==> src/verilog/i2c_ctrl_pkg.sv <==
`default_nettype none
package i2c_ctrl_pkg;

  // Register indices; the byte address on the bus is four times the index.
  localparam logic [9:0] IDX_BUS_IF_CONTROL    = 10'h0F9;
  localparam logic [9:0] IDX_BUS_CLOCK_CONTROL = 10'h0FA;
  localparam logic [9:0] IDX_IRQ_REQUEST_TWO   = 10'h0FD;
  localparam logic [9:0] IDX_IRQ_CONTROL_TWO   = 10'h0FF;
  localparam logic [9:0] IDX_XFER_DATA         = 10'h100;
  localparam logic [9:0] IDX_OWN_ADDRESS       = 10'h101;
  localparam logic [9:0] IDX_XFER_STATUS       = 10'h102;

  // Field positions of the interface control register.
  localparam int BIT_COUNT_LSB   = 0;
  localparam int IF_ENABLE_BIT   = 3;
  localparam int FREE_FORMAT_BIT = 4;
  localparam int WIDE_ADDR_BIT   = 5;
  localparam int ROUTE_LOW_BIT   = 6;
  localparam int ROUTE_HIGH_BIT  = 7;

  // Field positions of the clock control register.
  localparam int DIVIDER_LSB     = 0;
  localparam int FAST_MODE_BIT   = 5;
  localparam int ACK_LEVEL_BIT   = 6;
  localparam int ACK_CLOCK_BIT   = 7;

  // Interrupt bit position in the request and control registers.
  localparam int IRQ_BUS_BIT     = 5;

  // Transfer data register and status register layout.
  localparam int XFER_STOP_BIT   = 8;
  localparam int STAT_BUSY_BIT   = 0;
  localparam int STAT_HOLD_BIT   = 1;
  localparam int STAT_MATCH_BIT  = 2;
  localparam int STAT_ACK_BIT    = 3;
  localparam int STAT_SCL_BIT    = 4;
  localparam int STAT_RX_LSB     = 8;

  // Reset values.
  localparam logic [7:0] CTRL_RESET     = 8'h00;
  localparam logic [7:0] CLKC_RESET     = 8'h00;
  localparam logic [9:0] OWN_ADDR_RESET = 10'h000;

  // Address patterns and divider limits.
  localparam logic [4:0] WIDE_ADDR_PREFIX = 5'h1E;
  localparam logic [4:0] DIVIDER_MIN      = 5'h03;
  localparam logic [4:0] HS400_DIVIDER    = 5'h05;
  localparam logic [3:0] BYTE_BITS        = 4'h8;

  // Timing in nanoseconds and the cycle counts derived from it.
  localparam logic [15:0] CLK_PERIOD_NS        = 16'h0028;
  localparam logic [15:0] STD_HALF_NS_PER_STEP = 16'h03E8;
  localparam logic [15:0] HS_HALF_NS_PER_STEP  = 16'h01F4;
  localparam logic [15:0] HS400_LOW_NS         = 16'h05DC;
  localparam logic [15:0] HS400_HIGH_NS        = 16'h03E8;
  localparam logic [15:0] STD_CYC_PER_STEP =
    STD_HALF_NS_PER_STEP / CLK_PERIOD_NS;
  localparam logic [15:0] HS400_LOW_CYC  = HS400_LOW_NS / CLK_PERIOD_NS;
  localparam logic [15:0] HS400_HIGH_CYC = HS400_HIGH_NS / CLK_PERIOD_NS;

  // Transfer sequencer states.
  typedef enum logic [2:0] {
    ST_IDLE    = 3'b000,
    ST_START   = 3'b001,
    ST_BITS    = 3'b010,
    ST_ACK     = 3'b011,
    ST_HOLD    = 3'b100,
    ST_STOP    = 3'b101,
    ST_STOP_HI = 3'b110
  } xfer_state_e;

endpackage
`default_nettype wire

==> src/verilog/scl_gen_if.sv <==
`timescale 1ns/1ns
`default_nettype none
interface scl_gen_if;
  logic       run;
  logic       park_high;
  logic       end_high;
  logic       fast_mode;
  logic [4:0] divider;
  logic       scl_level;
  logic       rise_tick;
  logic       fall_tick;

  modport gen (input run, park_high, end_high, fast_mode, divider,
               output scl_level, rise_tick, fall_tick);
  modport ctl (output run, park_high, end_high, fast_mode, divider,
               input scl_level, rise_tick, fall_tick);
endinterface
`default_nettype wire

==> src/verilog/scl_gen.sv <==
`timescale 1ns/1ns
`default_nettype none
module scl_gen
  import i2c_ctrl_pkg::*;
(
  input  wire logic clk,
  input  wire logic resetn,
  input  wire logic ce,
  scl_gen_if.gen    g
);

  logic [15:0] acc_q;
  logic        phase_q;
  logic [15:0] cyc_q;
  logic [4:0]  div_eff;
  logic [15:0] target;
  logic [15:0] step;
  logic        tick;
  logic        hs400;

  // Values below the legal minimum are clamped so a bad setting cannot
  // make the phase counter fire on every cycle.
  assign div_eff = (g.divider < DIVIDER_MIN) ? DIVIDER_MIN : g.divider;
  assign hs400   = g.fast_mode && (g.divider == HS400_DIVIDER);

  // Half-period length in ns for the phase now running.
  always_comb begin
    if (hs400) begin
      target = phase_q ? HS400_HIGH_NS : HS400_LOW_NS;
    end else if (g.fast_mode) begin
      target = 16'(16'(div_eff) * HS_HALF_NS_PER_STEP);
    end else begin
      target = 16'(16'(div_eff) * STD_HALF_NS_PER_STEP);
    end
  end

  assign step = acc_q + CLK_PERIOD_NS;
  assign tick = g.run && (step >= target);

  // The remainder is carried over so odd half-periods average out exactly.
  always_ff @(posedge clk or negedge resetn) begin
    if (!resetn) begin
      acc_q <= 16'h0000;
    end else if (ce) begin
      if (!g.run) begin
        acc_q <= 16'h0000;
      end else if (tick) begin
        acc_q <= step - target;
      end else begin
        acc_q <= step;
      end
    end
  end

  // Line phase; a stop keeps the line high at the end of its high phase.
  always_ff @(posedge clk or negedge resetn) begin
    if (!resetn) begin
      phase_q <= 1'b1;
    end else if (ce) begin
      if (!g.run) begin
        if (g.park_high) begin
          phase_q <= 1'b1;
        end
      end else if (tick && !(phase_q && g.end_high)) begin
        phase_q <= ~phase_q;
      end
    end
  end

  assign g.scl_level = phase_q;
  assign g.rise_tick = tick && !phase_q;
  assign g.fall_tick = tick && phase_q;

  //////////////////////////////////////////////////////////////////////////
  // Phase-length checks.

  always_ff @(posedge clk or negedge resetn) begin
    if (!resetn) begin
      cyc_q <= 16'h0000;
    end else if (ce) begin
      cyc_q <= (!g.run || tick) ? 16'h0000 : cyc_q + 16'h0001;
    end
  end

  property p_hs400_high;
    @(posedge clk) disable iff (!resetn)
      (ce && hs400 && g.fall_tick) |-> (cyc_q + 16'h0001 == HS400_HIGH_CYC);
  endproperty
  a_hs400_high: assert property (p_hs400_high)
    else $error("high phase at 400 kHz is not two fifths");

  property p_hs400_low;
    @(posedge clk) disable iff (!resetn)
      (ce && hs400 && g.rise_tick) |->
        (cyc_q + 16'h0001 == HS400_LOW_CYC) ||
        (cyc_q == HS400_LOW_CYC);
  endproperty
  a_hs400_low: assert property (p_hs400_low)
    else $error("low phase at 400 kHz is not three fifths");

  property p_std_half;
    @(posedge clk) disable iff (!resetn)
      (ce && !g.fast_mode && tick && g.divider >= DIVIDER_MIN) |->
        (cyc_q + 16'h0001 == 16'(16'(g.divider) * STD_CYC_PER_STEP));
  endproperty
  a_std_half: assert property (p_std_half)
    else $error("standard mode half period wrong or unequal");

endmodule
`default_nettype wire

==> src/verilog/i2c_ctrl.sv <==
// Behaviour
// Three-bit count code 0 sends eight bits, each higher code one fewer.
// The interface joins bus activity only while its enable bit is set.
// Format bit 0 compares incoming addresses; 1 is free data format.
// Address width bit selects 7-bit or 10-bit address compare.
// Bits 7 and 6 route the interface to none, first, second or both pairs.
// Software sets each used pin's port direction bit to 1 first.
// Software clears bit 2 of port 3 before using either pin pair.
// Clock is 500/N kHz standard, 1000/N kHz high speed at 4 MHz base.
// Software never programs divider values 0 to 2.
// Divider 3 and 4 are not used in standard mode.
// Divider 5 gives 100 kHz standard and 400 kHz high speed.
// Mode bit picks standard or high-speed clock timing.
// At 400 kHz high speed the clock low and high split 3:2.
// Every other clock setting has equal low and high periods.
// Acknowledge bit 0 pulls data low in the slot; 1 leaves it high.
// Acknowledge clock bit adds one extra clock pulse after the data bits.
// The interrupt request bit sets on an interface event, resets to 0.
// Software may only clear the request bit; writing 1 changes nothing.
// The interrupt reaches the processor only while its enable bit is set.
// Both configuration registers reset to zero.
// The request sets when each unit, with any acknowledge slot, completes.
`timescale 1ns/1ns
`default_nettype none
module i2c_ctrl
  import i2c_ctrl_pkg::*;
(
  input  wire logic        clk,
  input  wire logic        resetn,
  input  wire logic        ce,
  input  wire logic        hsel,
  input  wire logic [11:0] haddr,
  input  wire logic [1:0]  htrans,
  input  wire logic        hwrite,
  input  wire logic [2:0]  hsize,
  input  wire logic [31:0] hwdata,
  input  wire logic        hready,
  output logic             hreadyout,
  output logic             hresp,
  output logic [31:0]      hrdata,
  input  wire logic        first_clock_pin_in,
  output logic             first_clock_pin_out,
  output logic             first_clock_pin_oe,
  input  wire logic        first_data_pin_in,
  output logic             first_data_pin_out,
  output logic             first_data_pin_oe,
  input  wire logic        second_clock_pin_in,
  output logic             second_clock_pin_out,
  output logic             second_clock_pin_oe,
  input  wire logic        second_data_pin_in,
  output logic             second_data_pin_out,
  output logic             second_data_pin_oe,
  output logic             bus_irq
);

  scl_gen_if   sg ();

  logic [7:0]  bus_if_control_q;
  logic [7:0]  bus_clock_control_q;
  logic        bus_irq_request_q;
  logic        bus_irq_enable_q;
  logic [9:0]  own_addr_q;
  logic        wr_pend_q;
  logic [9:0]  wr_idx_q;
  logic [31:0] hrdata_q;
  logic [31:0] rdata_d;
  logic        accept;
  xfer_state_e state_q;
  logic [7:0]  tx_q;
  logic [7:0]  rx_q;
  logic [7:0]  rx_data_q;
  logic [3:0]  bits_left_q;
  logic [3:0]  bit_rises_q;
  logic        go_q;
  logic        stop_after_q;
  logic        first_unit_q;
  logic        addr_match_q;
  logic        ack_seen_q;
  logic        if_enable;
  logic        route_low;
  logic        route_high;
  logic        ack_level;
  logic        ack_clock;
  logic [3:0]  nbits;
  logic        load_bits;
  logic        unit_done;
  logic        xfer_wr;
  logic        sda_low;
  logic        sda_in;
  logic        scl_in;
  logic        match_d;

  //////////////////////////////////////////////////////////////////////////
  // Register bus slave.

  // Zero wait states; a frozen block stalls the bus instead of dropping data.
  assign hreadyout = ce;
  assign hresp     = 1'b0;
  assign hrdata    = hrdata_q;
  assign accept    = hsel && hready && htrans[1] && (hsize == 3'b010);

  // Address phase is captured; writes complete in the following data phase.
  always_ff @(posedge clk or negedge resetn) begin
    if (!resetn) begin
      wr_pend_q <= 1'b0;
      wr_idx_q  <= 10'h000;
    end else if (ce) begin
      wr_pend_q <= accept && hwrite;
      wr_idx_q  <= haddr[11:2];
    end
  end

  // Read data is latched at the address phase; unmapped indices read zero.
  always_comb begin
    rdata_d = 32'h0000_0000;
    case (haddr[11:2])
      IDX_BUS_IF_CONTROL:    rdata_d[7:0] = bus_if_control_q;
      IDX_BUS_CLOCK_CONTROL: rdata_d[7:0] = bus_clock_control_q;
      IDX_IRQ_REQUEST_TWO:   rdata_d[IRQ_BUS_BIT] = bus_irq_request_q;
      IDX_IRQ_CONTROL_TWO:   rdata_d[IRQ_BUS_BIT] = bus_irq_enable_q;
      IDX_OWN_ADDRESS:       rdata_d[9:0] = own_addr_q;
      IDX_XFER_STATUS: begin
        rdata_d[STAT_BUSY_BIT]  = (state_q != ST_IDLE);
        rdata_d[STAT_HOLD_BIT]  = (state_q == ST_HOLD);
        rdata_d[STAT_MATCH_BIT] = addr_match_q;
        rdata_d[STAT_ACK_BIT]   = ack_seen_q;
        rdata_d[STAT_SCL_BIT]   = scl_in;
        rdata_d[STAT_RX_LSB +: 8] = rx_data_q;
      end
      default: rdata_d = 32'h0000_0000;
    endcase
  end

  always_ff @(posedge clk or negedge resetn) begin
    if (!resetn) begin
      hrdata_q <= 32'h0000_0000;
    end else if (ce && accept && !hwrite) begin
      hrdata_q <= rdata_d;
    end
  end

  // Configuration registers all start at zero: disabled, unrouted, standard.
  always_ff @(posedge clk or negedge resetn) begin
    if (!resetn) begin
      bus_if_control_q    <= CTRL_RESET;
      bus_clock_control_q <= CLKC_RESET;
      bus_irq_enable_q    <= 1'b0;
      own_addr_q          <= OWN_ADDR_RESET;
    end else if (ce && wr_pend_q) begin
      case (wr_idx_q)
        IDX_BUS_IF_CONTROL:    bus_if_control_q    <= hwdata[7:0];
        IDX_BUS_CLOCK_CONTROL: bus_clock_control_q <= hwdata[7:0];
        IDX_IRQ_CONTROL_TWO:   bus_irq_enable_q    <= hwdata[IRQ_BUS_BIT];
        IDX_OWN_ADDRESS:       own_addr_q          <= hwdata[9:0];
        default: ;
      endcase
    end
  end

  // A completed unit wins over a clearing write in the same cycle.
  always_ff @(posedge clk or negedge resetn) begin
    if (!resetn) begin
      bus_irq_request_q <= 1'b0;
    end else if (ce) begin
      if (unit_done) begin
        bus_irq_request_q <= 1'b1;
      end else if (wr_pend_q && wr_idx_q == IDX_IRQ_REQUEST_TWO &&
                   !hwdata[IRQ_BUS_BIT]) begin
        bus_irq_request_q <= 1'b0;
      end
    end
  end

  assign bus_irq = bus_irq_request_q && bus_irq_enable_q;

  //////////////////////////////////////////////////////////////////////////
  // Field decode and clock generator control.

  assign if_enable  = bus_if_control_q[IF_ENABLE_BIT];
  assign route_low  = bus_if_control_q[ROUTE_LOW_BIT];
  assign route_high = bus_if_control_q[ROUTE_HIGH_BIT];
  assign ack_level  = bus_clock_control_q[ACK_LEVEL_BIT];
  assign ack_clock  = bus_clock_control_q[ACK_CLOCK_BIT];
  assign nbits = BYTE_BITS - {1'b0, bus_if_control_q[BIT_COUNT_LSB +: 3]};

  assign sg.fast_mode = bus_clock_control_q[FAST_MODE_BIT];
  assign sg.divider   = bus_clock_control_q[DIVIDER_LSB +: 5];
  assign sg.run       = if_enable && (state_q != ST_IDLE) &&
                        (state_q != ST_HOLD);
  assign sg.park_high = (state_q == ST_IDLE);
  assign sg.end_high  = (state_q == ST_STOP_HI);

  scl_gen u_scl_gen (
    .clk    (clk),
    .resetn (resetn),
    .ce     (ce),
    .g      (sg)
  );

  //////////////////////////////////////////////////////////////////////////
  // Transfer sequencer.

  assign load_bits = sg.fall_tick && (state_q == ST_START) ||
                     go_q && (state_q == ST_HOLD);
  assign unit_done = if_enable && sg.fall_tick &&
                     ((state_q == ST_BITS && bits_left_q == 4'h0 &&
                       !ack_clock) || state_q == ST_ACK);
  assign xfer_wr   = wr_pend_q && wr_idx_q == IDX_XFER_DATA && if_enable &&
                     !go_q && (state_q == ST_IDLE || state_q == ST_HOLD);

  // A disabled interface drops back to idle and releases the lines.
  always_ff @(posedge clk or negedge resetn) begin
    if (!resetn) begin
      state_q <= ST_IDLE;
    end else if (ce) begin
      if (!if_enable) begin
        state_q <= ST_IDLE;
      end else begin
        case (state_q)
          ST_IDLE:    if (go_q) state_q <= ST_START;
          ST_START:   if (sg.fall_tick) state_q <= ST_BITS;
          ST_BITS: begin
            if (sg.fall_tick && bits_left_q == 4'h0) begin
              if (ack_clock) begin
                state_q <= ST_ACK;
              end else begin
                state_q <= stop_after_q ? ST_STOP : ST_HOLD;
              end
            end
          end
          ST_ACK:     if (sg.fall_tick)
                        state_q <= stop_after_q ? ST_STOP : ST_HOLD;
          ST_HOLD:    if (go_q) state_q <= ST_BITS;
          ST_STOP:    if (sg.rise_tick) state_q <= ST_STOP_HI;
          ST_STOP_HI: if (sg.fall_tick) state_q <= ST_IDLE;
          default:    state_q <= ST_IDLE;
        endcase
      end
    end
  end

  // A data write queues one unit; it is ignored while one is in flight.
  always_ff @(posedge clk or negedge resetn) begin
    if (!resetn) begin
      go_q         <= 1'b0;
      stop_after_q <= 1'b0;
    end else if (ce) begin
      if (xfer_wr) begin
        go_q         <= 1'b1;
        stop_after_q <= hwdata[XFER_STOP_BIT];
      end else if (!if_enable || state_q == ST_IDLE && go_q ||
                   state_q == ST_HOLD && go_q) begin
        go_q <= 1'b0;
      end
    end
  end

  // Transmit shifter: the next bit is placed while the clock is low.
  always_ff @(posedge clk or negedge resetn) begin
    if (!resetn) begin
      tx_q <= 8'hFF;
    end else if (ce) begin
      if (xfer_wr) begin
        tx_q <= hwdata[7:0];
      end else if (state_q == ST_BITS && sg.fall_tick &&
                   bits_left_q != 4'h0) begin
        tx_q <= {tx_q[6:0], 1'b1};
      end
    end
  end

  // Receive side samples the line on each rising clock.
  always_ff @(posedge clk or negedge resetn) begin
    if (!resetn) begin
      rx_q        <= 8'h00;
      bits_left_q <= 4'h0;
      bit_rises_q <= 4'h0;
      ack_seen_q  <= 1'b0;
    end else if (ce) begin
      if (load_bits) begin
        rx_q        <= 8'h00;
        bits_left_q <= nbits;
        bit_rises_q <= 4'h0;
      end else if (state_q == ST_BITS && sg.rise_tick &&
                   bits_left_q != 4'h0) begin
        rx_q        <= {rx_q[6:0], sda_in};
        bits_left_q <= bits_left_q - 4'h1;
        bit_rises_q <= bit_rises_q + 4'h1;
      end else if (state_q == ST_ACK && sg.rise_tick) begin
        ack_seen_q <= !sda_in;
      end
    end
  end

  // Address compare on the first unit after a start, in addressing mode.
  always_comb begin
    if (bus_if_control_q[WIDE_ADDR_BIT]) begin
      match_d = (rx_q[7:3] == WIDE_ADDR_PREFIX) &&
                (rx_q[2:1] == own_addr_q[9:8]);
    end else begin
      match_d = (rx_q[7:1] == own_addr_q[6:0]);
    end
  end

  always_ff @(posedge clk or negedge resetn) begin
    if (!resetn) begin
      rx_data_q    <= 8'h00;
      first_unit_q <= 1'b0;
      addr_match_q <= 1'b0;
    end else if (ce) begin
      if (state_q == ST_IDLE && go_q) begin
        first_unit_q <= 1'b1;
        addr_match_q <= 1'b0;
      end else if (unit_done) begin
        rx_data_q    <= rx_q;
        first_unit_q <= 1'b0;
        if (first_unit_q && !bus_if_control_q[FREE_FORMAT_BIT]) begin
          addr_match_q <= match_d;
        end
      end
    end
  end

  //////////////////////////////////////////////////////////////////////////
  // Pins. Open drain: the output is always low and the enable pulls.

  // Start and stop hold data low; the slot drives the programmed level.
  always_comb begin
    case (state_q)
      ST_START, ST_STOP, ST_STOP_HI: sda_low = 1'b1;
      ST_BITS: sda_low = !tx_q[7];
      ST_ACK:  sda_low = !ack_level;
      default: sda_low = 1'b0;
    endcase
  end

  // Pins are taken to be already handed to the interface by software.
  assign sda_in = (!route_low || first_data_pin_in) &&
                  (!route_high || second_data_pin_in);
  assign scl_in = (!route_low || first_clock_pin_in) &&
                  (!route_high || second_clock_pin_in);

  assign first_clock_pin_out  = 1'b0;
  assign first_data_pin_out   = 1'b0;
  assign second_clock_pin_out = 1'b0;
  assign second_data_pin_out  = 1'b0;
  assign first_clock_pin_oe   = if_enable && route_low && !sg.scl_level;
  assign first_data_pin_oe    = if_enable && route_low && sda_low;
  assign second_clock_pin_oe  = if_enable && route_high && !sg.scl_level;
  assign second_data_pin_oe   = if_enable && route_high && sda_low;

  //////////////////////////////////////////////////////////////////////////
  // Checks.

  property p_unit_bits;
    @(posedge clk) disable iff (!resetn)
      (ce && unit_done) |-> (bit_rises_q == nbits);
  endproperty
  a_unit_bits: assert property (p_unit_bits)
    else $error("unit length differs from programmed bit count");

  property p_disabled_idle;
    @(posedge clk) disable iff (!resetn)
      (ce && !if_enable) |=> (state_q == ST_IDLE) && !sg.run;
  endproperty
  a_disabled_idle: assert property (p_disabled_idle)
    else $error("disabled interface still active");

  property p_route_none;
    @(posedge clk) disable iff (!resetn)
      !route_low && !route_high |->
        !(first_data_pin_oe || first_clock_pin_oe ||
          second_data_pin_oe || second_clock_pin_oe);
  endproperty
  a_route_none: assert property (p_route_none)
    else $error("pin driven while unrouted");

  property p_ack_level;
    @(posedge clk) disable iff (!resetn)
      (state_q == ST_ACK && route_low && if_enable) |->
        (first_data_pin_oe == !ack_level);
  endproperty
  a_ack_level: assert property (p_ack_level)
    else $error("acknowledge slot drives wrong level");

  property p_no_ack_clock;
    @(posedge clk) disable iff (!resetn)
      (ce && if_enable && state_q == ST_BITS && sg.fall_tick &&
       bits_left_q == 4'h0 && !ack_clock) |=> (state_q != ST_ACK);
  endproperty
  a_no_ack_clock: assert property (p_no_ack_clock)
    else $error("acknowledge clock produced while off");

  property p_irq_set;
    @(posedge clk) disable iff (!resetn)
      (ce && unit_done) |=> bus_irq_request_q ##1
        (bus_irq_request_q ||
         ($past(wr_pend_q) && $past(wr_idx_q) == IDX_IRQ_REQUEST_TWO));
  endproperty
  a_irq_set: assert property (p_irq_set)
    else $error("request not raised after a completed unit");

  property p_irq_write_one;
    @(posedge clk) disable iff (!resetn)
      (ce && !bus_irq_request_q && !unit_done) |=> !bus_irq_request_q;
  endproperty
  a_irq_write_one: assert property (p_irq_write_one)
    else $error("request set without an event");

  property p_irq_gate;
    @(posedge clk) disable iff (!resetn)
      $fell(bus_irq_enable_q) |-> !bus_irq;
  endproperty
  a_irq_gate: assert property (p_irq_gate)
    else $error("interrupt forwarded while disabled");

  property p_reset_zero;
    @(posedge clk) disable iff (!resetn)
      $rose(resetn) |-> (bus_if_control_q == CTRL_RESET) &&
                        (bus_clock_control_q == CLKC_RESET);
  endproperty
  a_reset_zero: assert property (p_reset_zero)
    else $error("configuration not zero after reset");

endmodule
`default_nettype wire

==> config.mk <==
export PLATFORM = sky130hd
export DESIGN_NAME = i2c_ctrl
export DESIGN_NICKNAME = d
export VERILOG_FILES = /design/src/verilog/i2c_ctrl_pkg.sv /design/src/verilog/scl_gen_if.sv /design/src/verilog/scl_gen.sv /design/src/verilog/i2c_ctrl.sv
export SDC_FILE = /design/constraint.sdc
export NUM_CORES = 1
export LEC_CHECK = 0
export ABC_AREA = 1
export BUFFER_PORTS_ARGS = -buffer_cell sky130_fd_sc_hd__clkbuf_2
export CAP_MARGIN = 10
export CORE_MARGIN = 10
export CORE_UTILIZATION = 60
export CTS_BUF_LIST = sky130_fd_sc_hd__clkbuf_8
export DETAILED_ROUTE_END_ITERATION = 8
export PLACE_DENSITY = 0.83
export SLEW_MARGIN = 0
export SYNTH_ARGS = -nofsm -noshare
export SYNTH_HDL_FRONTEND = slang
export SYNTH_SLANG_ARGS = --single-unit
export TNS_END_PERCENT = 10
==> constraint.sdc <==
create_clock -name clk -period 7.5 [get_ports clk]
set_input_delay 0.75 -clock clk [delete_from_list [all_inputs] [get_ports clk]]
set_output_delay 0.75 -clock clk [all_outputs]
set_load 0.03 [all_outputs]
==> results of run 1 <==
==> power groups by stage <==
stage / combinational (mW) / sequential, mW / clock (mW)
final: 0.856 / 0.768 / 0.444
after global routing: 0.975 / 0.781 / 0.475
after CTS: 0.850 / 0.766 / 0.448
after detailed placement: 0.843 / 0.775 / 0
after global placement: 0.826 / 0.773 / 0
after floorplan: 0.685 / 0.754 / 0
==> stage by stage <==
step	setup slack, ps	std cells	total power [mW]	area, um^2
global placement	1400	1148	1.60	7560
global route	677	1165	2.23	7820
detailed placement	1290	1148	1.62	7560
CTS	1230	1164	2.06	7810
floorplan	2280	987	1.44	7350
finish	1250	1165	2.07	7820
==> registers in the layout (all words and copies together), names as in the netlist <==
name and flops:
hrdata 16, u_scl_gen.acc_q 14, own_addr_q 10, wr_idx_q 10, bus_clock_control_q 8, bus_if_control_q 8, rx_data_q 8, rx_q 8
tx_q 8, bits_left_q 4, state_q 3, ack_seen_q 1, addr_match_q 1, bus_irq_enable_q 1, bus_irq_request_q 1, first_unit_q 1
go_q 1, stop_after_q 1, u_scl_gen.g.scl_level 1, wr_pend_q 1
==> synthesized netlist by cell type, drive strengths merged <==
cell type | n | area (um^2)
a21oi | 37 | 185
buf | 28 | 210
o2111ai | 1 | 8.76
ha | 38 | 475
o221ai | 4 | 35.0
or3 | 1 | 6.26
dfstp | 9 | 236
conb | 1 | 3.75
a21o | 1 | 7.51
fa | 11 | 220
clkinv | 1 | 3.75
mux2 | 1 | 11.3
clkbuf | 14 | 52.6
nor4 | 6 | 52.6
a22o | 1 | 8.76
inv | 137 | 514
o21bai | 2 | 15.0
and3 | 1 | 6.26
a22oi | 1 | 7.51
nor2 | 82 | 335
nor3 | 12 | 60.1
o22ai | 12 | 75.1
nor3b | 1 | 7.51
nand4 | 15 | 93.8
o311ai | 1 | 8.76
nand3b | 1 | 7.51
nand2 | 240 | 928
a31oi | 11 | 68.8
o211ai | 11 | 82.6
xnor2 | 12 | 105
o21ai | 101 | 536
nand3 | 50 | 255
o31ai | 3 | 22.5
dfrtp | 97 | 2430
a211oi | 1 | 7.51
xor2 | 22 | 193
==> critical path, delay by kind of cell (launching register included) <==
kind / cells / cell delay, ps
AOI/OAI and AO/OA: 5 / 890
xor gates and xnor gates: 1 / 150
adders and majority gates: 5 / 1920
buffers and inverters: 4 / 890
DFF: 1 / 490
and+or+nand+nor: 14 / 1790
==> logic make-up (layout without fill, tap and decap cells) <==
logic type                 Yosys count  count (layout)
AOI/OAI and AO/OA                  187             187
muxes                                1               1
other                                1              21
xor gates and xnor gates            34              34
buffers and inverters              180             211
DFF                                106             106
and+or+nand+nor                    409             409
adders and majority gates           49              49
==> path summary, 6_finish.rpt <==
kind	slack, ps	startpoint	end
setup / recovery	1250	bus_clock_control_q[3]	u_scl_gen.acc_q[4]
min in group clk	500	hrdata[0]	hrdata[0]
setup reg to reg	1250	bus_clock_control_q[3]	u_scl_gen.acc_q[4]
hold / removal	350	resetn	bus_clock_control_q[4]
hold reg to reg	500	hrdata[0]	hrdata[0]
max in group asynchronous	5950	resetn	hrdata[8]
==> metal layers <==
metal  vias to the layer above  part of all wire (%)  track usage [%]
met5                         -                     0                0
met1                      3086                    45             30.3
met4                         0                   1.9             5.29
met3                        38                   8.1             5.27
li1                       3197                     -                -
met2                       253                    45             33.1
==> final cells by class <==
class                      count  area, um^2
fill                        1051        4140
multi-input combinational    701        3910
sequential                   106        2660
inverter                     138         518
timing repair buffer          57         290
tap                          147         184
clock buffer                  10         138
clock inverter                 6         119
==> flow_results.xml, run 1 <==
<?xml version="1.0" encoding="UTF-8"?>
<metrics>
  <group name="cells_and_area">
    <metric name="layout.cells.most_common" unit="">sky130_fd_sc_hd__nand2_1</metric>
    <metric name="antenna_cell_count" unit="">0</metric>
    <metric name="syn2layout_area_growth" unit="%">7.46</metric>
    <metric name="layout.cells.most_common_list" unit="">sky130_fd_sc_hd__nand2_1 (235), sky130_fd_sc_hd__inv_1 (134), sky130_fd_sc_hd__dfrtp_1 (97), sky130_fd_sc_hd__o21ai_0 (93), sky130_fd_sc_hd__nor2_1 (75)</metric>
    <metric name="drive_above_1_share" unit="%">10.2</metric>
    <metric name="finish.net_count" unit="">1121</metric>
    <metric name="post-route-util" unit="%">65.4</metric>
  </group>
  <group name="worst_setup_path">
    <metric name="critPathMaxFanout" unit="">20</metric>
    <metric name="critical-path-slowest-cell" unit="">sky130_fd_sc_hd__fa_1</metric>
    <metric name="timing.critical_path.slowest_cell_delay" unit="ps">530</metric>
    <metric name="crit_arrival" unit="ps">6530</metric>
    <metric name="end_kind" unit="">register</metric>
    <metric name="critPathRequiredTime" unit="ps">7780</metric>
    <metric name="critical_path_most_common_cell" unit="">sky130_fd_sc_hd__nand2_1</metric>
    <metric name="worst-r2r-cell-count" unit="">29</metric>
    <metric name="critPathLaunchType" unit="">register</metric>
    <metric name="crit_type" unit="">reg2reg</metric>
  </group>
  <group name="detailed_routing">
    <metric name="via_count" unit="">6574</metric>
    <metric name="drt.antenna.violating_nets" unit="">0</metric>
    <metric name="drt_iter0_drc" unit="">629</metric>
    <metric name="vias_per_cell" unit="">5.64</metric>
    <metric name="drt_pre_antenna_iters" unit="">5</metric>
    <metric name="drc_errors" unit="">0</metric>
    <metric name="drt-total-wl" unit="um">17900</metric>
    <metric name="post_drt_wl_per_cell" unit="um">15.3</metric>
  </group>
  <group name="placement">
    <metric name="gp_congestion" unit="">0.978</metric>
    <metric name="dpl.hpwl" unit="um">13700</metric>
    <metric name="placement.io_buffers" unit="">55</metric>
  </group>
  <group name="synth">
    <metric name="synth_top_family_by_area" unit="">simple AND/OR/NAND/NOR gates</metric>
    <metric name="netlist_area" unit="mm^2">0.00727</metric>
    <metric name="yosys_warnings" unit="">0</metric>
    <metric name="synth.yosys.seq_area_share" unit="%">36.6</metric>
    <metric name="synth_seq_cells" unit="">106</metric>
    <metric name="synthAdderAreaFrac" unit="%">9.56</metric>
    <metric name="post_synth_and_or_nand_nor_area_fraction" unit="%">24.1</metric>
    <metric name="synth.mux.area_fraction" unit="%">0.155</metric>
    <metric name="ys_types" unit="">48</metric>
    <metric name="synth_compound_gate_area_share" unit="%">14.7</metric>
    <metric name="syn_inst" unit="">967</metric>
    <metric name="post_synth_xor_area_fraction" unit="%">4.09</metric>
    <metric name="postSynthAreaPerCell" unit="um^2">7.52</metric>
  </group>
  <group name="sta">
    <metric name="timing.clock.skew" unit="ps">9.27</metric>
    <metric name="rsz0062_at_grt" unit="">no</metric>
    <metric name="totalNegativeSetupSlack" unit="ps">0</metric>
    <metric name="final-max-slew-violation-count" unit="">0</metric>
    <metric name="setup-violations-final" unit="">0</metric>
    <metric name="timing_worst_slew_pin_value" unit="ps">980</metric>
    <metric name="min_clock_period_post_route" unit="ps">6250</metric>
    <metric name="report.final.hold_viol_count" unit="">0</metric>
    <metric name="min_period_over_period" unit="%">83.3</metric>
    <metric name="slew-limit-headroom" unit="%">34.5</metric>
    <metric name="fin_worst_hold_slack" unit="ps">347</metric>
    <metric name="fmax" unit="GHz">0.160</metric>
  </group>
  <group name="clock_tree">
    <metric name="clockBufferDepth" unit="">2</metric>
    <metric name="worst_path_clk_slew" unit="ps">100</metric>
    <metric name="root_buffer_master" unit="">sky130_fd_sc_hd__clkbuf_8</metric>
    <metric name="post-cts-setup-buffer-count" unit="">0</metric>
    <metric name="cts_resized" unit="">0</metric>
    <metric name="numCtsBuffers" unit="">9</metric>
    <metric name="clock_insertion_delay_worst_skew" unit="ps">390</metric>
    <metric name="cts_tree" unit="">yes</metric>
    <metric name="h-tree-depth" unit="">3</metric>
    <metric name="cts_num_sinks" unit="">106</metric>
    <metric name="post_cts_hold_buffer_count" unit="">0</metric>
  </group>
  <group name="floorplanning">
    <metric name="design.portCount" unit="">102</metric>
    <metric name="initial_utilization" unit="%">60.8</metric>
    <metric name="die-height" unit="um">130</metric>
    <metric name="die_x" unit="um">130</metric>
    <metric name="design.die.area" unit="mm^2">0.0169</metric>
    <metric name="core_box_area" unit="mm^2">0.0120</metric>
    <metric name="floorplan.rows" unit="">40</metric>
  </group>
  <group name="pwr">
    <metric name="power_report.internal_total" unit="mW">1.21</metric>
    <metric name="combPwrFrac" unit="%">41.4</metric>
    <metric name="peakVddDrop" unit="V">0.000259</metric>
    <metric name="clkPwrFrac" unit="%">21.5</metric>
    <metric name="static-leakage-power" unit="nW">4.00</metric>
    <metric name="netSwitchingPower" unit="mW">0.854</metric>
    <metric name="sequentialPowerShare" unit="%">37.2</metric>
    <metric name="powerDensity" unit="mW/mm^2">265</metric>
    <metric name="netSwitchingFraction" unit="%">41.3</metric>
  </group>
  <group name="global_routing">
    <metric name="grt_start_max_net_pins" unit="">64</metric>
    <metric name="grt_first_pass_wirelength" unit="um">29500</metric>
    <metric name="global_route_total_usage_across_every_layer" unit="%">21.7</metric>
    <metric name="antenna_found_initial" unit="">0</metric>
    <metric name="grt_pass1_vias" unit="">6018</metric>
    <metric name="grt-ovfl-total" unit="">0</metric>
  </group>
  <group name="run_status">
    <metric name="run_status" unit="">completed</metric>
  </group>
  <group name="job">
    <metric name="max_cap_violations" unit="">0</metric>
  </group>
  <group name="min_path">
    <metric name="worst_min_delay_path_class" unit="">in2async</metric>
  </group>
</metrics>
(Power assumes the default switching activity.)
==> run 2, diff against run 1 <==
==> constraint.sdc (replaced) <==
create_clock -name clk -period 6.4 [get_ports clk]
set_input_delay 0.64 -clock clk [delete_from_list [all_inputs] [get_ports clk]]
set_output_delay 0.64 -clock clk [all_outputs]
set_load 0.03 [all_outputs]
==> run 2 against run 1 <==
Compared with the run above: sequential cell count did not move; total power rose by 11%; count of clock-buffer cells in the layout fell by 1; worst setup slack got worse by 650 ps; critical path type unchanged; critical endpoint is now bits_left_q[1]; largest cell class unchanged; largest power group unchanged; highest routed layer unchanged.
==> flow_results.xml, run 2 (synthesis results as in run 1) <==
<?xml version="1.0" encoding="UTF-8"?>
<metrics>
  <group name="detailed_routing">
    <metric name="drc_errors" unit="">0</metric>
    <metric name="drt_iter0_drc" unit="">582</metric>
    <metric name="post_drt_wl_per_cell" unit="um">15.1</metric>
    <metric name="via_count" unit="">6492</metric>
    <metric name="drt_pre_antenna_iters" unit="">5</metric>
    <metric name="drt.antenna.violating_nets" unit="">0</metric>
    <metric name="drt-total-wl" unit="um">17600</metric>
    <metric name="vias_per_cell" unit="">5.56</metric>
  </group>
  <group name="sta">
    <metric name="report.final.hold_viol_count" unit="">0</metric>
    <metric name="fmax" unit="GHz">0.172</metric>
    <metric name="post-route-worst-setup-slack" unit="ps">597</metric>
    <metric name="slew-limit-headroom" unit="%">15.2</metric>
    <metric name="rsz0062_at_grt" unit="">no</metric>
    <metric name="final-max-slew-violation-count" unit="">0</metric>
    <metric name="totalNegativeSetupSlack" unit="ps">0</metric>
    <metric name="fin_worst_hold_slack" unit="ps">245</metric>
    <metric name="min_period_over_period" unit="%">90.7</metric>
    <metric name="setup-violations-final" unit="">0</metric>
    <metric name="timing_worst_slew_pin_value" unit="ps">1260</metric>
    <metric name="min_clock_period_post_route" unit="ps">5800</metric>
    <metric name="timing.clock.skew" unit="ps">13.4</metric>
  </group>
  <group name="worst_setup_path">
    <metric name="timing.critical_path.slowest_cell_delay" unit="ps">530</metric>
    <metric name="reg2reg_slack" unit="ps">600</metric>
    <metric name="critPathMaxFanout" unit="">10</metric>
    <metric name="critPathLaunchType" unit="">register</metric>
    <metric name="crit_arrival" unit="ps">6090</metric>
    <metric name="end_kind" unit="">register</metric>
    <metric name="critical_path_source" unit="">bus_clock_control_q[3]</metric>
    <metric name="critical_path_most_common_cell" unit="">sky130_fd_sc_hd__nand2_1</metric>
    <metric name="critPathRequiredTime" unit="ps">6680</metric>
    <metric name="worst-r2r-cell-count" unit="">32</metric>
    <metric name="crit_type" unit="">reg2reg</metric>
    <metric name="crit-reg2reg-launch" unit="">bus_clock_control_q[3]</metric>
    <metric name="timing.critical_path.to" unit="">bits_left_q[1]</metric>
    <metric name="critical-path-slowest-cell" unit="">sky130_fd_sc_hd__fa_1</metric>
    <metric name="worstReg2RegEnd" unit="">bits_left_q[1]</metric>
  </group>
  <group name="run_status">
    <metric name="run_status" unit="">completed</metric>
  </group>
  <group name="clock_tree">
    <metric name="cts_tree" unit="">yes</metric>
    <metric name="clockBufferDepth" unit="">2</metric>
    <metric name="root_buffer_master" unit="">sky130_fd_sc_hd__clkbuf_8</metric>
    <metric name="h-tree-depth" unit="">3</metric>
    <metric name="worst_path_clk_slew" unit="ps">100</metric>
    <metric name="post_cts_hold_buffer_count" unit="">0</metric>
    <metric name="numCtsBuffers" unit="">9</metric>
    <metric name="cts_num_sinks" unit="">106</metric>
    <metric name="clock_insertion_delay_worst_skew" unit="ps">380</metric>
  </group>
  <group name="placement">
    <metric name="place_inst" unit="">1150</metric>
    <metric name="place_area" unit="mm^2">0.00757</metric>
    <metric name="place_ws" unit="ps">510</metric>
    <metric name="gp_congestion" unit="">0.976</metric>
    <metric name="dpl.hpwl" unit="um">13700</metric>
    <metric name="placement.io_buffers" unit="">55</metric>
  </group>
  <group name="cells_and_area">
    <metric name="post-route-util" unit="%">64.9</metric>
    <metric name="syn2layout_area_growth" unit="%">6.71</metric>
    <metric name="layout.cells.most_common_list" unit="">sky130_fd_sc_hd__nand2_1 (235), sky130_fd_sc_hd__inv_1 (138), sky130_fd_sc_hd__dfrtp_1 (97), sky130_fd_sc_hd__o21ai_0 (92), sky130_fd_sc_hd__nor2_1 (74)</metric>
    <metric name="finish.cell_count_without_fillers" unit="">1168</metric>
    <metric name="finalInstanceArea" unit="mm^2">0.00776</metric>
    <metric name="layout.cells.most_common" unit="">sky130_fd_sc_hd__nand2_1</metric>
    <metric name="finish.net_count" unit="">1124</metric>
    <metric name="largest_reg_flops" unit="">16</metric>
    <metric name="drive_above_1_share" unit="%">10.2</metric>
    <metric name="antenna_cell_count" unit="">0</metric>
  </group>
  <group name="floorplanning">
    <metric name="initial_utilization" unit="%">60.8</metric>
    <metric name="design.portCount" unit="">102</metric>
    <metric name="design.die.area" unit="mm^2">0.0169</metric>
    <metric name="core_box_area" unit="mm^2">0.0120</metric>
    <metric name="die_x" unit="um">130</metric>
    <metric name="floorplan.rows" unit="">40</metric>
    <metric name="die-height" unit="um">130</metric>
  </group>
  <group name="pwr">
    <metric name="total_power" unit="mW">2.29</metric>
    <metric name="powerDensity" unit="mW/mm^2">295</metric>
    <metric name="peakVddDrop" unit="V">0.000262</metric>
    <metric name="static-leakage-power" unit="nW">3.98</metric>
  </group>
  <group name="global_routing">
    <metric name="grt-ovfl-total" unit="">0</metric>
    <metric name="grt_pass1_vias" unit="">6041</metric>
    <metric name="antenna_found_initial" unit="">0</metric>
    <metric name="grt_first_pass_wirelength" unit="um">28800</metric>
    <metric name="grt_start_max_net_pins" unit="">63</metric>
    <metric name="global_route_total_usage_across_every_layer" unit="%">21.1</metric>
  </group>
  <group name="min_path">
    <metric name="worst_min_delay_path_class" unit="">in2async</metric>
  </group>
  <group name="job">
    <metric name="max_cap_violations" unit="">0</metric>
  </group>
</metrics>
==> run 2: where the power goes <==
part | total, mW | leakage (nW) | switching, mW | internal, mW
Sequential | 0.902 | 1.34 | 0.0949 | 0.807
Combinational | 1.01 | 2.54 | 0.664 | 0.348
Clock | 0.376 | 0.0988 | 0.237 | 0.139
Total | 2.29 | 3.98 | 0.996 | 1.29
==> run 2: routing by layer <==
| metal | global-route usage (%) | up-vias | share of wire [%] |
|---|---|---|---|
| met5 | 0 | - | 0 |
| met4 | 6.94 | 0 | 2.1 |
| met3 | 4.22 | 27 | 6.4 |
| met2 | 31.4 | 217 | 43 |
| met1 | 30.1 | 3033 | 48 |
| li1 | - | 3215 | - |
==> run 2: cell type report <==
class                      instances  area (um^2)
timing repair buffer              59          308
fill                            1036         4200
multi-input combinational        702         3920
clock buffer                       9          124
tap                              147          184
sequential                       106         2660
inverter                         138          518
clock inverter                     7         41.3
==> run 2: repair_timing <==
| item | CTS | global route |
|---|---|---|
| buffers inserted | 0 | 1 |
| setup endpoints to repair | 0 | 4 |
| gates resized for setup | 0 | 3 |
==> run 2: worst max-delay path, delay by kind of cell (launching register included) <==
| family | cells | cell delay (ps) |
|---|---|---|
| compound gates | 8 | 1440 |
| simple gates | 15 | 1300 |
| flops | 1 | 490 |
| fa+ha+maj | 5 | 1890 |
| buf+inv | 4 | 590 |
==> run 2: how the worst min path moves through the flow <==
| stage | startpoint | endpoint | depth (start not counted) |
|---|---|---|---|
| 2_1_floorplan | resetn | ack_seen_q | 0 |
| 3_3_place_gp | first_unit_q | first_unit_q | 2 |
| 3_5_place_dp | hrdata[6] | hrdata[6] | 2 |
| 4_1_cts | resetn | u_scl_gen.acc_q[13] | 1 |
| 5_1_grt | resetn | u_scl_gen.acc_q[4] | 1 |
| 6_report | resetn | bus_clock_control_q[2] | 1 |
==> run 3, diff against run 2 <==
--- a/config.mk
+++ b/config.mk
@@ -9,12 +9,12 @@
 export BUFFER_PORTS_ARGS = -buffer_cell sky130_fd_sc_hd__clkbuf_2
 export CAP_MARGIN = 10
 export CORE_MARGIN = 10
-export CORE_UTILIZATION = 60
+export CORE_UTILIZATION = 40
 export CTS_BUF_LIST = sky130_fd_sc_hd__clkbuf_8
 export DETAILED_ROUTE_END_ITERATION = 8
-export PLACE_DENSITY = 0.83
 export SLEW_MARGIN = 0
 export SYNTH_ARGS = -nofsm -noshare
 export SYNTH_HDL_FRONTEND = slang
+export SYNTH_HIERARCHICAL = 1
 export SYNTH_SLANG_ARGS = --single-unit
 export TNS_END_PERCENT = 10
==> run 3 against run 2 <==
Compared with the run above: via count up 6.3%; critical endpoint is now tx_q[1]; register-to-register slack better by 40 ps; synthesized area up 7.9%; critical path depth up 1; sequential share of layout area down 3.1 points; critical path type unchanged; synthesized cell count up 12%; final cell count up 20%; sequential power down 19%; wire length up 17%; combinational power down 45%.
==> flow_results.xml, run 3 <==
<?xml version="1.0" encoding="UTF-8"?>
<metrics>
  <group name="synth">
    <metric name="ys_top_cells_by_count" unit="">sky130_fd_sc_hd__nand2_1 (309), sky130_fd_sc_hd__inv_1 (124), sky130_fd_sc_hd__nand3_1 (106)</metric>
    <metric name="top_cell_type_s_share_of_synthesized_area" unit="%">30.9</metric>
    <metric name="postSynthAreaPerCell" unit="um^2">7.26</metric>
    <metric name="synth_seq_cells" unit="">106</metric>
    <metric name="netlist_area" unit="mm^2">0.00785</metric>
    <metric name="yosys.area.top_type" unit="">sky130_fd_sc_hd__dfrtp_1</metric>
    <metric name="synthMostInstantiatedCell" unit="">sky130_fd_sc_hd__nand2_1</metric>
    <metric name="ys_types" unit="">45</metric>
    <metric name="yosys_warnings" unit="">6</metric>
    <metric name="synth-edff-count" unit="">0</metric>
    <metric name="synth.yosys.seq_area_share" unit="%">33.9</metric>
    <metric name="syn_inst" unit="">1082</metric>
    <metric name="synth_ff_type" unit="">sky130_fd_sc_hd__dfrtp_1</metric>
    <metric name="synth_top_cells_by_area" unit="">sky130_fd_sc_hd__dfrtp_1 (31%), sky130_fd_sc_hd__nand2_1 (15%), sky130_fd_sc_hd__nand3_1 (6.8%)</metric>
    <metric name="synthArstFlopShare" unit="%">100</metric>
  </group>
  <group name="global_routing">
    <metric name="global_route_total_usage_across_every_layer" unit="%">16.3</metric>
    <metric name="antenna_found_initial" unit="">0</metric>
    <metric name="grt-ovfl-total" unit="">0</metric>
    <metric name="grt_first_pass_wirelength" unit="um">34500</metric>
    <metric name="grt_start_max_net_pins" unit="">60</metric>
    <metric name="groute.layer.met3.usage" unit="%">2.90</metric>
    <metric name="grt_pass1_vias" unit="">6730</metric>
    <metric name="gr-max-usage-layer" unit="">met2</metric>
    <metric name="grtUsageMet1" unit="%">23.1</metric>
    <metric name="grtUsageMet2" unit="%">25.1</metric>
  </group>
  <group name="worst_setup_path">
    <metric name="critical_path_most_common_cell" unit="">sky130_fd_sc_hd__nand2_1</metric>
    <metric name="end_kind" unit="">register</metric>
    <metric name="crit_type" unit="">reg2reg</metric>
    <metric name="critical_path_source" unit="">bus_clock_control_q[3]</metric>
    <metric name="timing.critical_path.slowest_cell_delay" unit="ps">530</metric>
    <metric name="crit_arrival" unit="ps">6090</metric>
    <metric name="critPathRequiredTime" unit="ps">6720</metric>
    <metric name="worstReg2RegEnd" unit="">tx_q[1]</metric>
    <metric name="worst-r2r-cell-count" unit="">33</metric>
    <metric name="critPathMaxFanout" unit="">9</metric>
    <metric name="reg2reg_slack" unit="ps">640</metric>
    <metric name="crit-reg2reg-launch" unit="">bus_clock_control_q[3]</metric>
    <metric name="critPathLaunchType" unit="">register</metric>
    <metric name="critical-path-slowest-cell" unit="">sky130_fd_sc_hd__fa_1</metric>
  </group>
  <group name="detailed_routing">
    <metric name="via_count" unit="">6899</metric>
    <metric name="drt.antenna.violating_nets" unit="">0</metric>
    <metric name="drt_pre_antenna_iters" unit="">5</metric>
    <metric name="drt_iter0_drc" unit="">507</metric>
    <metric name="post_drt_wl_per_cell" unit="um">14.7</metric>
    <metric name="drc_errors" unit="">0</metric>
    <metric name="vias_per_cell" unit="">4.92</metric>
    <metric name="drt-total-wl" unit="um">20700</metric>
  </group>
  <group name="clock_tree">
    <metric name="numCtsBuffers" unit="">9</metric>
    <metric name="cts_tree" unit="">yes</metric>
    <metric name="clockBufferDepth" unit="">2</metric>
    <metric name="post_cts_hold_buffer_count" unit="">0</metric>
    <metric name="root_buffer_master" unit="">sky130_fd_sc_hd__clkbuf_8</metric>
    <metric name="h-tree-depth" unit="">3</metric>
    <metric name="worst_path_clk_slew" unit="ps">100</metric>
    <metric name="clock_insertion_delay_worst_skew" unit="ps">380</metric>
    <metric name="cts_num_sinks" unit="">106</metric>
  </group>
  <group name="cells_and_area">
    <metric name="layout.cells.most_common_list" unit="">sky130_fd_sc_hd__nand2_1 (309), sky130_fd_sc_hd__inv_1 (125), sky130_fd_sc_hd__nand3_1 (106), sky130_fd_sc_hd__dfrtp_1 (97), sky130_fd_sc_hd__nor2_1 (66)</metric>
    <metric name="largest_reg_flops" unit="">16</metric>
    <metric name="layout.cells.most_common" unit="">sky130_fd_sc_hd__nand2_1</metric>
    <metric name="layout.filler_cells" unit="">2072</metric>
    <metric name="finish.cell_count_without_fillers" unit="">1402</metric>
    <metric name="finish.net_count" unit="">1240</metric>
    <metric name="drive_above_1_share" unit="%">15.0</metric>
    <metric name="syn2layout_area_growth" unit="%">8.54</metric>
    <metric name="antenna_cell_count" unit="">0</metric>
  </group>
  <group name="floorplanning">
    <metric name="die-height" unit="um">160</metric>
    <metric name="design.die.area" unit="mm^2">0.0256</metric>
    <metric name="die_x" unit="um">160</metric>
    <metric name="design.portCount" unit="">102</metric>
    <metric name="initial_utilization" unit="%">40.5</metric>
    <metric name="floorplan.rows" unit="">51</metric>
    <metric name="core_box_area" unit="mm^2">0.0194</metric>
  </group>
  <group name="sta">
    <metric name="final-max-slew-violation-count" unit="">0</metric>
    <metric name="totalNegativeSetupSlack" unit="ps">0</metric>
    <metric name="post-route-worst-setup-slack" unit="ps">637</metric>
    <metric name="slew-limit-headroom" unit="%">43.8</metric>
    <metric name="min_clock_period_post_route" unit="ps">5760</metric>
    <metric name="timing.clock.skew" unit="ps">15.2</metric>
    <metric name="report.final.hold_viol_count" unit="">0</metric>
    <metric name="timing_worst_slew_pin_value" unit="ps">840</metric>
    <metric name="setup-violations-final" unit="">0</metric>
    <metric name="min_period_over_period" unit="%">90.1</metric>
    <metric name="fmax" unit="GHz">0.174</metric>
  </group>
  <group name="pwr">
    <metric name="netSwitchingPower" unit="mW">0.660</metric>
    <metric name="power_report.internal_total" unit="mW">1.02</metric>
    <metric name="peakVddDrop" unit="V">0.000123</metric>
    <metric name="powerDensity" unit="mW/mm^2">197</metric>
    <metric name="static-leakage-power" unit="nW">4.48</metric>
    <metric name="sequentialPowerShare" unit="%">43.6</metric>
    <metric name="total_power" unit="mW">1.68</metric>
    <metric name="netSwitchingFraction" unit="%">39.2</metric>
    <metric name="combPwrFrac" unit="%">33.2</metric>
    <metric name="clkPwrFrac" unit="%">23.2</metric>
  </group>
  <group name="job">
    <metric name="max_cap_violations" unit="">0</metric>
  </group>
  <group name="placement">
    <metric name="placement.io_buffers" unit="">55</metric>
    <metric name="place_ws" unit="ps">428</metric>
    <metric name="gp_congestion" unit="">0.876</metric>
    <metric name="dpl.hpwl" unit="um">16300</metric>
    <metric name="place_inst" unit="">1384</metric>
  </group>
  <group name="run_status">
    <metric name="run_status" unit="">completed</metric>
  </group>
  <group name="min_path">
    <metric name="worst_min_delay_path_class" unit="">in2async</metric>
  </group>
</metrics>
run 3: layout make-up:
cell class | instances | area, um^2 | share of cell area, %
clock buffer | 10 | 138 | 1.61
clock inverter | 6 | 42.5 | 0.499
inverter | 132 | 500 | 5.87
multi-input combinational | 816 | 4480 | 52.6
sequential | 106 | 2660 | 31.3
tap | 265 | 332 | 3.89
timing repair buffer | 67 | 368 | 4.32
run 3: worst max-delay path: cells and delay by family, from the launching register on:
family	cells	cell delay, ps
compound gates	4	580
simple gates	18	2150
fa+ha+maj	6	2080
buf+inv	4	390
xor+xnor	1	110
flops	1	390
run 3: logic make-up (layout without fill, tap and decap cells):
logic type                 after synthesis  after routing  share of synthesized area (%)
adders and majority gates               49             49                           8.67
xor gates and xnor gates                30             30                           3.35
buffers and inverters                  180            215                           10.5
and+or+nand+nor                        579            579                           33.7
DFF                                    106            106                           33.9
AOI/OAI and AO/OA                      137            137                           9.78
other                                    1             21                         0.0478
run 3: stage by stage:
step	utilization, %	cell area [um^2]	hold WS [ps]
after floorplan	-	7930	344
after global routing	43.9	8520	301
after CTS	43.7	8470	287
final	43.9	8520	256
after global placement	42.7	8290	458
after detailed placement	42.7	8290	461
run 3: power by group through the flow:
stage | clock network [mW] | registers [mW] | logic, mW
finish | 0.390 | 0.733 | 0.559
global route | 0.429 | 0.738 | 0.637
CTS | 0.398 | 0.732 | 0.555
detailed placement | 0 | 0.744 | 0.554
global placement | 0 | 0.745 | 0.552
floorplan | 0 | 0.739 | 0.425
run 3: worst max path at each step:
stage	end	slack, ps	cells past startpoint
global route	state_q[0]	-0.6	36
detailed placement	bits_left_q[1]	430	36
CTS	bits_left_q[1]	400	36
floorplan	first_unit_q	910	34
global placement	bits_left_q[2]	480	36
finish	tx_q[1]	640	33
run 3: repair_timing:
item | 4_1_cts | 5_1_grt
hold endpoints to repair | 0 | 0
endpoints found under the setup margin | 0 | 34
setup buffers | 0 | 2
resized for setup | 0 | 9
run 3: per-layer routing:
layer | wire length [um] | vias to the layer above
li1 | - | 3560
met1 | 10400 | 3195
met2 | 9090 | 123
met3 | 857 | 21
met4 | 296 | 0
met5 | 0 | -
